[config.mk]
export PLATFORM = sky130hd
export DESIGN_NAME = pcw_io_sizing
export DESIGN_NICKNAME = d
export VERILOG_FILES = /design/src/pcw_pkg.sv /design/src/pcw_cycle_timer.sv /design/src/pcw_io_sizing.sv
export VERILOG_INCLUDE_DIRS = /design/src
export SDC_FILE = /design/constraint.sdc
export NUM_CORES = 1
export LEC_CHECK = 0
export BUFFER_PORTS_ARGS = -buffer_cell sky130_fd_sc_hd__buf_4
export CAP_MARGIN = 20
export CORE_MARGIN = 2
export CORE_UTILIZATION = 35
export CTS_CLUSTER_DIAMETER = 60
export DETAILED_ROUTE_END_ITERATION = 8
export PLACE_DENSITY_LB_ADDON = 0.05
export SLEW_MARGIN = 5
export SYNTH_ARGS = -nofsm -noshare
export SYNTH_HDL_FRONTEND = slang
export SYNTH_SLANG_ARGS = --single-unit
[constraint.sdc]
create_clock -name mclk -period 4.1 [get_ports mclk]
set_input_delay 0 -clock mclk [delete_from_list [all_inputs] [get_ports mclk]]
set_output_delay 0 -clock mclk [all_outputs]
set_load 0.03 [all_outputs]
[src/pcw_params.svh]
// Named offsets, field positions, reset values and timing counts for the I/O window sizing block
`ifndef PCW_PARAMS_SVH
`define PCW_PARAMS_SVH

// ----------------------------------------------------------------
// Register indices (byte address is four times the index)
// ----------------------------------------------------------------
`define PCW_IDX_CTRL_A 12'h807
`define PCW_IDX_CTRL_B 12'h847
`define PCW_IDX_STATUS 12'h880
`define PCW_LOC_CTRL_A 8'h07
`define PCW_LOC_CTRL_B 8'h47
`define PCW_CTRL_RST 8'h00

// ----------------------------------------------------------------
// Control byte fields
// ----------------------------------------------------------------
`define PCW_B_W0_WIDTH 0
`define PCW_B_W0_AUTO 1
`define PCW_B_W0_SHORT 2
`define PCW_B_W0_WAIT 3
`define PCW_B_W1_WIDTH 4
`define PCW_B_W1_AUTO 5

// ----------------------------------------------------------------
// Status byte fields
// ----------------------------------------------------------------
`define PCW_S_BUSY 0
`define PCW_S_WIDE 1
`define PCW_S_WIN 2
`define PCW_S_SOCK 3
`define PCW_S_AUTO 4

// ----------------------------------------------------------------
// Timing: ISA cycle time and cycle lengths in ISA cycles
// ----------------------------------------------------------------
`define PCW_MCLK_NS 40
`define PCW_ISA_NS 120
`define PCW_ISA_DIV ((`PCW_ISA_NS + `PCW_MCLK_NS - 1) / `PCW_MCLK_NS)
`define PCW_LEN_NARROW 6
`define PCW_LEN_WIDE 3
`define PCW_LEN_SHORT 3
`define PCW_LEN_EXTRA 1

`endif

[src/pcw_pkg.sv]
// Types shared by the I/O window sizing block
package pcw_pkg;

    typedef enum logic [1:0] {
        PCW_IDLE = 2'b00,
        PCW_RUN = 2'b01
    } pcw_state_t;

    typedef enum logic {
        PCW_NARROW = 1'b0,
        PCW_WIDE = 1'b1
    } pcw_width_t;

endpackage

[src/pcw_cycle_timer.sv]
// Down counter of ISA-equivalent cycles, paced by a divided enable
`timescale 1ns/1ps
`default_nettype none

module pcw_cycle_timer #(
    parameter int DIV = 3,
    parameter int LEN_W = 4
) (
    // Clock and reset
    input wire logic mclk,
    input wire logic resetn,
    // Start of a timed access
    input wire logic load,
    input wire logic [LEN_W-1:0] load_len,
    // Progress
    output logic running,
    output logic expired
);
    localparam int DW = $clog2(DIV + 1);

    logic [DW-1:0] div_r;
    logic [LEN_W-1:0] left_r;
    logic run_r;
    wire logic tick;

    // Divider restarts on load so every access gets whole ISA cycles
    assign tick = run_r && (div_r == DW'(DIV - 1));
    assign expired = tick && (left_r == LEN_W'(1));
    assign running = run_r;

    always_ff @(posedge mclk)
    begin
        if (!resetn)
        begin
            div_r <= '0;
            left_r <= '0;
            run_r <= 1'h0;
        end
        else if (load)
        begin
            div_r <= '0;
            left_r <= load_len;
            run_r <= 1'h1;
        end
        else if (run_r)
        begin
            div_r <= tick ? '0 : DW'(div_r + DW'(1));
            if (tick)
                left_r <= LEN_W'(left_r - LEN_W'(1));
            if (expired)
                run_r <= 1'h0;
        end
    end

endmodule

`default_nettype wire

[src/pcw_io_sizing.sv]
// APB control byte for two sockets that sizes and times PC Card I/O window accesses
`timescale 1ns/1ps
`default_nettype none
`include "pcw_params.svh"

// Function
// - Window 1 auto sizing set: width of each access comes from card IOIS16.
// - Window 1 width bit is ignored while window 1 auto sizing is set.
// - Window 1 without auto sizing: width bit 0 gives 8 bits, 1 gives 16.
// - Window 0 wait bit adds one ISA wait to 16-bit cycles only.
// - Window 0 zero-wait bit cuts 8-bit cycles to three ISA cycles only.
// - Window 0 auto sizing set: width of each access comes from card IOIS16.
// - Window 0 width bit ignored under auto sizing; else 0 is 8, 1 is 16.
// - Control byte at 0x807 (A, local 0x07) and 0x847 (B, 0x47); resets zero.
module pcw_io_sizing
    import pcw_pkg::*;
#(
    parameter int ADDR_W = 14,
    parameter int LEN_W = 4,
    parameter int DIV = `PCW_ISA_DIV
) (
    // Clock and reset
    input wire logic mclk,
    input wire logic resetn,
    // APB slave
    input wire logic psel,
    input wire logic penable,
    input wire logic pwrite,
    input wire logic [ADDR_W-1:0] paddr,
    input wire logic [31:0] pwdata,
    input wire logic [3:0] pstrb,
    output logic pready,
    output logic pslverr,
    output logic [31:0] prdata,
    // Card I/O access request
    input wire logic acc_req,
    input wire logic acc_win,
    input wire logic acc_sock,
    input wire logic card_iois16_n,
    // Access progress
    output logic acc_busy,
    output logic acc_wide,
    output logic acc_done
);

    // ----------------------------------------------------------------
    // Register bus decode
    // ----------------------------------------------------------------
    logic [7:0] ctrl_a_r;
    logic [7:0] ctrl_b_r;
    logic [31:0] prdata_r;
    wire logic [11:0] idx;
    wire logic aligned;
    wire logic hit_a;
    wire logic hit_b;
    wire logic hit_st;
    wire logic mapped;
    wire logic setup_ph;
    wire logic access_ph;
    wire logic wr_a;
    wire logic wr_b;
    wire logic [7:0] status;
    wire logic [31:0] rd_mux;

    assign idx = paddr[13:2];
    assign aligned = (paddr[1:0] == 2'h0);
    assign hit_a = aligned && (idx == `PCW_IDX_CTRL_A);
    assign hit_b = aligned && (idx == `PCW_IDX_CTRL_B);
    assign hit_st = aligned && (idx == `PCW_IDX_STATUS);
    assign mapped = hit_a || hit_b || hit_st;
    assign setup_ph = psel && !penable;
    assign access_ph = psel && penable;
    // Byte lane 0 carries the control byte; other lanes are dropped
    assign wr_a = access_ph && pwrite && hit_a && pstrb[0];
    assign wr_b = access_ph && pwrite && hit_b && pstrb[0];

    // Zero wait states; the read word is captured in the setup cycle
    assign pready = 1'h1;
    assign pslverr = access_ph && !mapped;
    assign prdata = prdata_r;

    assign rd_mux = hit_a ? {24'h000000, ctrl_a_r} :
                    hit_b ? {24'h000000, ctrl_b_r} :
                    hit_st ? {24'h000000, status} : 32'h00000000;

    always_ff @(posedge mclk)
    begin
        if (!resetn)
        begin
            ctrl_a_r <= `PCW_CTRL_RST;
            ctrl_b_r <= `PCW_CTRL_RST;
            prdata_r <= 32'h00000000;
        end
        else
        begin
            if (wr_a)
                ctrl_a_r <= pwdata[7:0];
            if (wr_b)
                ctrl_b_r <= pwdata[7:0];
            if (setup_ph && !pwrite)
                prdata_r <= rd_mux;
        end
    end

    // ----------------------------------------------------------------
    // Width and length selection
    // ----------------------------------------------------------------
    wire logic [7:0] ctrl_sel;
    wire logic auto_sel;
    wire logic width_bit;
    wire pcw_width_t width_now;
    wire logic [LEN_W-1:0] len_w0;
    wire logic [LEN_W-1:0] len_w1;
    wire logic [LEN_W-1:0] len_now;

    assign ctrl_sel = acc_sock ? ctrl_b_r : ctrl_a_r;
    assign auto_sel = acc_win ? ctrl_sel[`PCW_B_W1_AUTO] : ctrl_sel[`PCW_B_W0_AUTO];
    assign width_bit = acc_win ? ctrl_sel[`PCW_B_W1_WIDTH] : ctrl_sel[`PCW_B_W0_WIDTH];
    // IOIS16 is active low: a low level asks for a 16-bit transfer
    assign width_now = pcw_width_t'(auto_sel ? !card_iois16_n : width_bit);

    assign len_w0 = (width_now == PCW_WIDE) ?
                    LEN_W'(`PCW_LEN_WIDE + (ctrl_sel[`PCW_B_W0_WAIT] ? `PCW_LEN_EXTRA : 0)) :
                    LEN_W'(ctrl_sel[`PCW_B_W0_SHORT] ? `PCW_LEN_SHORT : `PCW_LEN_NARROW);
    // Window 1 has no wait or zero-wait controls; standard lengths only
    assign len_w1 = (width_now == PCW_WIDE) ? LEN_W'(`PCW_LEN_WIDE) : LEN_W'(`PCW_LEN_NARROW);
    assign len_now = acc_win ? len_w1 : len_w0;

    // ----------------------------------------------------------------
    // Access sequencing
    // ----------------------------------------------------------------
    pcw_state_t state_r;
    pcw_state_t state_nxt;
    logic wide_r;
    logic done_r;
    logic win_r;
    logic sock_r;
    logic auto_r;
    wire logic start;
    wire logic tmr_running;
    wire logic tmr_expired;

    // A request while busy is ignored; the requester watches acc_busy
    assign start = (state_r == PCW_IDLE) && acc_req;

    pcw_cycle_timer #(
        .DIV(DIV),
        .LEN_W(LEN_W)
    ) u_timer (
        .mclk(mclk),
        .resetn(resetn),
        .load(start),
        .load_len(len_now),
        .running(tmr_running),
        .expired(tmr_expired)
    );

    always_comb
    begin
        state_nxt = state_r;
        unique case (state_r)
            PCW_IDLE:
                if (acc_req)
                    state_nxt = PCW_RUN;
            PCW_RUN:
                if (tmr_expired)
                    state_nxt = PCW_IDLE;
            default:
                state_nxt = PCW_IDLE;
        endcase
    end

    always_ff @(posedge mclk)
    begin
        if (!resetn)
        begin
            state_r <= PCW_IDLE;
            wide_r <= 1'h0;
            done_r <= 1'h0;
            win_r <= 1'h0;
            sock_r <= 1'h0;
            auto_r <= 1'h0;
        end
        else
        begin
            state_r <= state_nxt;
            done_r <= (state_r == PCW_RUN) && tmr_expired;
            if (start)
            begin
                wide_r <= width_now;
                win_r <= acc_win;
                sock_r <= acc_sock;
                auto_r <= auto_sel;
            end
        end
    end

    assign acc_busy = (state_r == PCW_RUN);
    assign acc_wide = wide_r;
    assign acc_done = done_r;
    assign status = {3'h0, auto_r, sock_r, win_r, wide_r, acc_busy};

    // ----------------------------------------------------------------
    // Checks
    // ----------------------------------------------------------------
    logic [7:0] cyc_r;
    logic [7:0] snap_r;

    // Length of the running access, and the control byte it started with
    always_ff @(posedge mclk)
    begin
        if (!resetn)
        begin
            cyc_r <= 8'h00;
            snap_r <= 8'h00;
        end
        else if (start)
        begin
            cyc_r <= 8'h01;
            snap_r <= ctrl_sel;
        end
        else if (acc_busy)
            cyc_r <= 8'(cyc_r + 8'h01);
    end
endmodule

`default_nettype wire

==> out/metrics.cfg, run 1 <==
[global_routing]
use_met1_pct = 21.9
grt_use_met3_pct = 3.44
grt_use_met2_pct = 22.7
grt_pass1_wl_mm = 7.67
overflow = 0
grt_start_max_net_pins = 33
antenna_found_initial = 0
grtUsageTotal_pct = 15.3
grt_busiest_layer = met2
grt_pass1_vias = 1563

[worst_setup_path]
worstRegToRegCells = 4
cp.arrival_ns = 2.05
cp-end-kind = flip-flop
crit_fanout = 6
r2r-start = state_r[0]
crit_path_start_kind = input pin
r2r_setup_slack_ns = 2.33
timing.rr.end = u_timer.left_r[0]
critPathKind = in2reg
required_ns = 4.30

[placed_design]
place_congestion = 0.739
io_buffers = 43
placed_area_um2 = 2300
hpwl_mm = 3.38

[timing]
setup_violations = 0
whs_ns = 0.148
hold_violations = 0
tns_ns = 0
relSlewSlack_pct = 27.9
rsz0062_at_grt = no
drv_slew = 0
fmax_mhz = 539
min_period_ns = 1.85
worst-slew-pin-transition_ns = 1.08
fin_crit_sh_pct = 45.2
clock_skew_ns = 0.00733

[clock_tree]
post_cts_buffers = 0
cts.sinks = 37
root_buffer = clkbuf_8
clkTransAtPathRegs_ns = 0.07
cts-htree-levels = 2
numCtsBuffers = 5
cts_tree = yes
clock_latency_ns = 0.29
cts_buffer_depth = 2

[synth]
ys.flop_type = dfxtp_1
synth_cell_types = 44
synth_area_leaders = dfxtp_1, buf_4, a21oi_1
yosysWarnings = 0
synth_common_cells = dfxtp_1, a21oi_1, buf_4
ys_seq_area_share_pct = 35.9
synth_largest_area_cell = dfxtp_1
ys_ff_latch = 37
syn_area_um2 = 2060
synth.avg_cell_area_um2 = 8.74
synthDominantCellAreaShare_pct = 35.9
synth_edf_count = 0
netlist_instances = 236
yosysMostFrequentCell = dfxtp_1
ys_async_sr_fraction_pct = 0

[power]
p_leak_uw = 0.000957
power.density_nw_per_um2 = 296
peakVddDrop_v = 0.000127

[final_layout]
diodes = 0
final_area_um2 = 2490
area_delta_synth_final_pct = 20.9
fillCellCount = 602
drive_gt1_share_pct = 22.6
fin_nets = 339

[routing]
ant_nets = 0
vias = 1793
post_drt_wl_per_cell_um = 13.8
drtPass1Iterations = 4
drc = 0
routed_wl_mm = 4.85
viasPerCell = 5.11
drtIter0Drc = 82

[min_path]
min-delay-path-class = in2reg
hold_end = prdata[6]
holdPathStages = 4
min_from = paddr[4]

[run]
max-cap-violations = 0

[die]
ios = 96
num_rows = 27
die-area_um2 = 6530
core-area_um2 = 5610
die_y_um = 80.8
die_w_um = 80.8
floorplan.initialDensity_pct = 36.8

[status]
status = finished clean

## worst max-delay path by stage
stage	startpoint	to	slack, ns
floorplan	state_r[0]	u_timer.left_r[2]	2.34
global placement	paddr[9]	ctrl_a_r[1]	2.16
detailed placement	paddr[9]	ctrl_a_r[2]	2.18
CTS	acc_win	u_timer.left_r[0]	2.25
global route	acc_win	u_timer.left_r[0]	2.18
finish	acc_win	u_timer.left_r[0]	2.25
## routing by layer
| layer | share of wire (%) | wire length (µm) |
|---|---|---|
| met5 | 0 | 0 |
| met4 | 0.95 | 46 |
| met3 | 4.6 | 221 |
| met2 | 46 | 2210 |
| met1 | 49 | 2370 |
## cell families after synthesis
kind of cell,count (synthesis),share of synthesized area [%]
muxes,14,8.91
AOI/OAI and AO/OA,62,20.0
adders and majority gates,2,1.21
xor gates and xnor gates,1,0.425
buffers and inverters,48,13.7
other,2,0.364
DFF,37,35.9
and+or+nand+nor,70,19.5
## critical path: stages
cell	delay, ns
dlygate4sd3_1	0.52
buf_4	0.15
mux4_1	0.57
mux2i_2	0.25
mux2_4	0.34
a221oi_2	0.22
## report_power, final
part / internal [µW] / leakage (µW) / switching [µW]
sequential: 367 / 0.000300 / 6.80
clock: 118 / 0.0000450 / 127
combinational: 43.9 / 0.000612 / 75.6
total: 528 / 0.000957 / 210
## layout by cell type, fill, tap and decap left out, types with 5 or more instances in the layout
cell type	n
buf_4	43
inv_1	6
dlygate4sd3_1	11
nand4_1	18
nor2_1	14
nand2_1	12
clkbuf_8	5
mux2_2	5
a21oi_1	27
a32oi_1	5
a2bb2oi_1	5
conb_1	25
dfxtp_1	37
o31ai_1	16
mux2i_1	5
## repair_timing
item	in CTS	in global routing
hold endpoints to repair	20	0
hold buffers	11	0
resized for setup	0	0
## sequential cells by signal, indices dropped and copies added (netlist names)
name	flops
ctrl_a_r	8
ctrl_b_r	8
prdata	8
u_timer.left_r	4
u_timer.div_r	2
acc_done	1
acc_wide	1
auto_r	1
sock_r	1
state_r	1
u_timer.running	1
win_r	1
## per-stage QoR
stage / utilization, % / cells / setup slack (ns) / power (µW)
finish: 44.5 / 351 / 2.25 / 738
global route: 44.5 / 351 / 2.18 / 778
CTS: 44.5 / 351 / 2.25 / 750
detailed placement: 41.1 / 332 / 2.18 / 492
global placement: 41.1 / 332 / 2.16 / 493
floorplan: - / 259 / 2.34 / 472
## final cells by class
cell class / instances / area, µm² / share of cell area [%]
multi-input combinational: 174 / 1130 / 45.1
tap: 72 / 90.1 / 3.61
timing repair buffer: 54 / 433 / 17.4
inverter: 6 / 22.5 / 0.903
clock buffer: 6 / 72.6 / 2.91
clock inverter: 2 / 10.0 / 0.401
sequential: 37 / 741 / 29.7
(Power assumes the default switching activity.)
==> run 2, diff against run 1 <==
==> constraint.sdc (replaced) <==
create_clock -name mclk -period 1.51 [get_ports mclk]
set_input_delay 0 -clock mclk [delete_from_list [all_inputs] [get_ports mclk]]
set_output_delay 0 -clock mclk [all_outputs]
set_load 0.03 [all_outputs]
==> out/metrics.cfg, run 2 (synthesized netlist as in run 1, its figures left out) <==
[status]
status = complete, but fails checks
violations = negative setup slack

[timing]
drv_slew = 0  ; unchanged
hold_violations = 0  ; unchanged
min_period_ns = 1.66
whs_ns = 0.133  ; -0.0152 ns
relSlewSlack_pct = 64.9  ; +37 points
worst-slew-pin-transition_ns = 0.521  ; -0.559 ns
fin_crit_sh_pct = 110
setup_ws_ns = -0.148  ; -2.39 ns
rsz0062_at_grt = yes
fmax_mhz = 603
setup_violations = 3  ; +3
clock_skew_ns = 0.0119  ; +0.00459 ns

[worst_setup_path]
r2r-start = ctrl_b_r[5]
worstRegToRegCells = 4  ; unchanged
startpoint = ctrl_b_r[5]
crit_fanout = 2  ; -4
r2r_setup_slack_ns = -0.15  ; -2.48 ns
timing.rr.end = u_timer.left_r[0]
cp-end-kind = flip-flop
crit_path_start_kind = flip-flop
required_ns = 1.72  ; -2.58 ns
cp.arrival_ns = 1.87  ; -0.18 ns
critPathKind = reg2reg

[clock_tree]
cts.sinks = 37  ; unchanged
cts_buffer_depth = 2  ; unchanged
clock_latency_ns = 0.30  ; about the same
cts_tree = yes
root_buffer = clkbuf_8
clkTransAtPathRegs_ns = 0.08  ; about the same
numCtsBuffers = 5  ; unchanged
cts-htree-levels = 2  ; unchanged

[die]
ios = 96  ; unchanged
floorplan.initialDensity_pct = 36.8  ; unchanged
core-area_um2 = 5610  ; unchanged
num_rows = 27  ; unchanged
die_w_um = 80.8  ; unchanged
die-area_um2 = 6530  ; unchanged
die_y_um = 80.8  ; unchanged

[final_layout]
ff_latch_area_um2 = 746  ; +0.68%
diodes = 0  ; unchanged
final_common_cell = buf_4
fillCellCount = 585  ; -2.8%
area_delta_synth_final_pct = 31.0
drive_gt1_share_pct = 30.0  ; +7.4 points
fin_nets = 360  ; +6.2%
finalNonFillerCells = 372  ; +6.0%
final_cell_mix = buf_4, dfxtp_1, a21oi_1
multi_input_area_um2 = 1140  ; +1.0%

[routing]
vias = 1880  ; +4.9%
ant_nets = 0  ; unchanged
viasPerCell = 5.05  ; -1.1%
drtIter0Drc = 81  ; -1.2%
drtPass1Iterations = 4  ; unchanged
drc = 0  ; unchanged
routed_wl_mm = 5.09  ; +5.0%
post_drt_wl_per_cell_um = 13.7  ; -0.90%

[min_path]
min-delay-path-class = in2reg
hold_end = ctrl_b_r[7]
min_from = paddr[8]
holdPathStages = 3  ; -1

[global_routing]
grt_pass1_wl_mm = 8.11  ; +5.8%
overflow = 0  ; unchanged
grtUsageTotal_pct = 16.2  ; +0.90 points
grt_start_max_net_pins = 27  ; -18%
grt_pass1_vias = 1637  ; +4.7%
antenna_found_initial = 0  ; unchanged

[power]
power.density_nw_per_um2 = 840  ; +180%
peakVddDrop_v = 0.000364  ; +190%
p_leak_uw = 0.00107  ; +12%

[placed_design]
dp_cells = 354  ; +6.6%
place_congestion = 0.745  ; +0.85%
hpwl_mm = 3.79  ; +12%
io_buffers = 43  ; unchanged

[run]
max-cap-violations = 0  ; unchanged

-- run 2: worst max-delay path by stage --
stage / to / slack, ns / depth (start not counted)
after detailed placement: u_timer.left_r[0] / -0.13 / 4
final: u_timer.left_r[0] / -0.15 / 4
after global routing: u_timer.left_r[0] / -0.22 / 4
after global placement: u_timer.left_r[2] / -0.12 / 4
after floorplan: u_timer.left_r[2] / -0.13 / 4
after CTS: u_timer.left_r[0] / -0.16 / 4
-- run 2: layout make-up --
type / count / area share, %
sequential: 37 / 27.6
tap: 72 / 3.33
timing repair buffer: 75 / 21.7
multi-input combinational: 174 / 42.1
inverter: 6 / 0.833
clock inverter: 2 / 1.39
clock buffer: 6 / 3.05
-- run 2: per-stage QoR --
step                setup TNS, ns  setup slack (ns)  instance area (µm²)  util [%]  total power (µW)
floorplan                  -0.245            -0.126                 2160         -              1280
global placement           -0.262            -0.121                 2470      44.1              1360
detailed placement         -0.339            -0.130                 2470      44.1              1360
CTS                        -0.313            -0.157                 2700      48.2              2300
global route               -0.526            -0.216                 2700      48.2              2380
finish                     -0.302            -0.148                 2700      48.2              2270
-- run 2: worst max-delay path, cell delays in order, from the launching register on --
cell	delay, ns
dfxtp_2	0.32
mux4_2	0.49
mux2i_2	0.23
mux2_4	0.34
a221oi_2	0.20
-- run 2: power breakdown --
group	switching, µW	total [µW]	internal (µW)
Sequential	16.6	1010	995
Clock	376	914	537
Combinational	213	346	132
Total	606	2270	1660
-- run 2: repair_timing --
item,4_1_cts,5_1_grt
hold buffers,10,0
endpoints found under the hold margin,18,0
resized for setup,3,1
endpoints found under the setup margin,3,4
pin swaps,1,0
buffers inserted,0,0
-- run 2: metal layers --
metal | vias to the layer above | global-route usage, % | routed length [µm]
li1 | 953 | - | -
met1 | 868 | 22.7 | 2390
met2 | 53 | 24.9 | 2390
met3 | 6 | 3.33 | 240
met4 | 0 | 5.59 | 65
met5 | - | 0 | 0
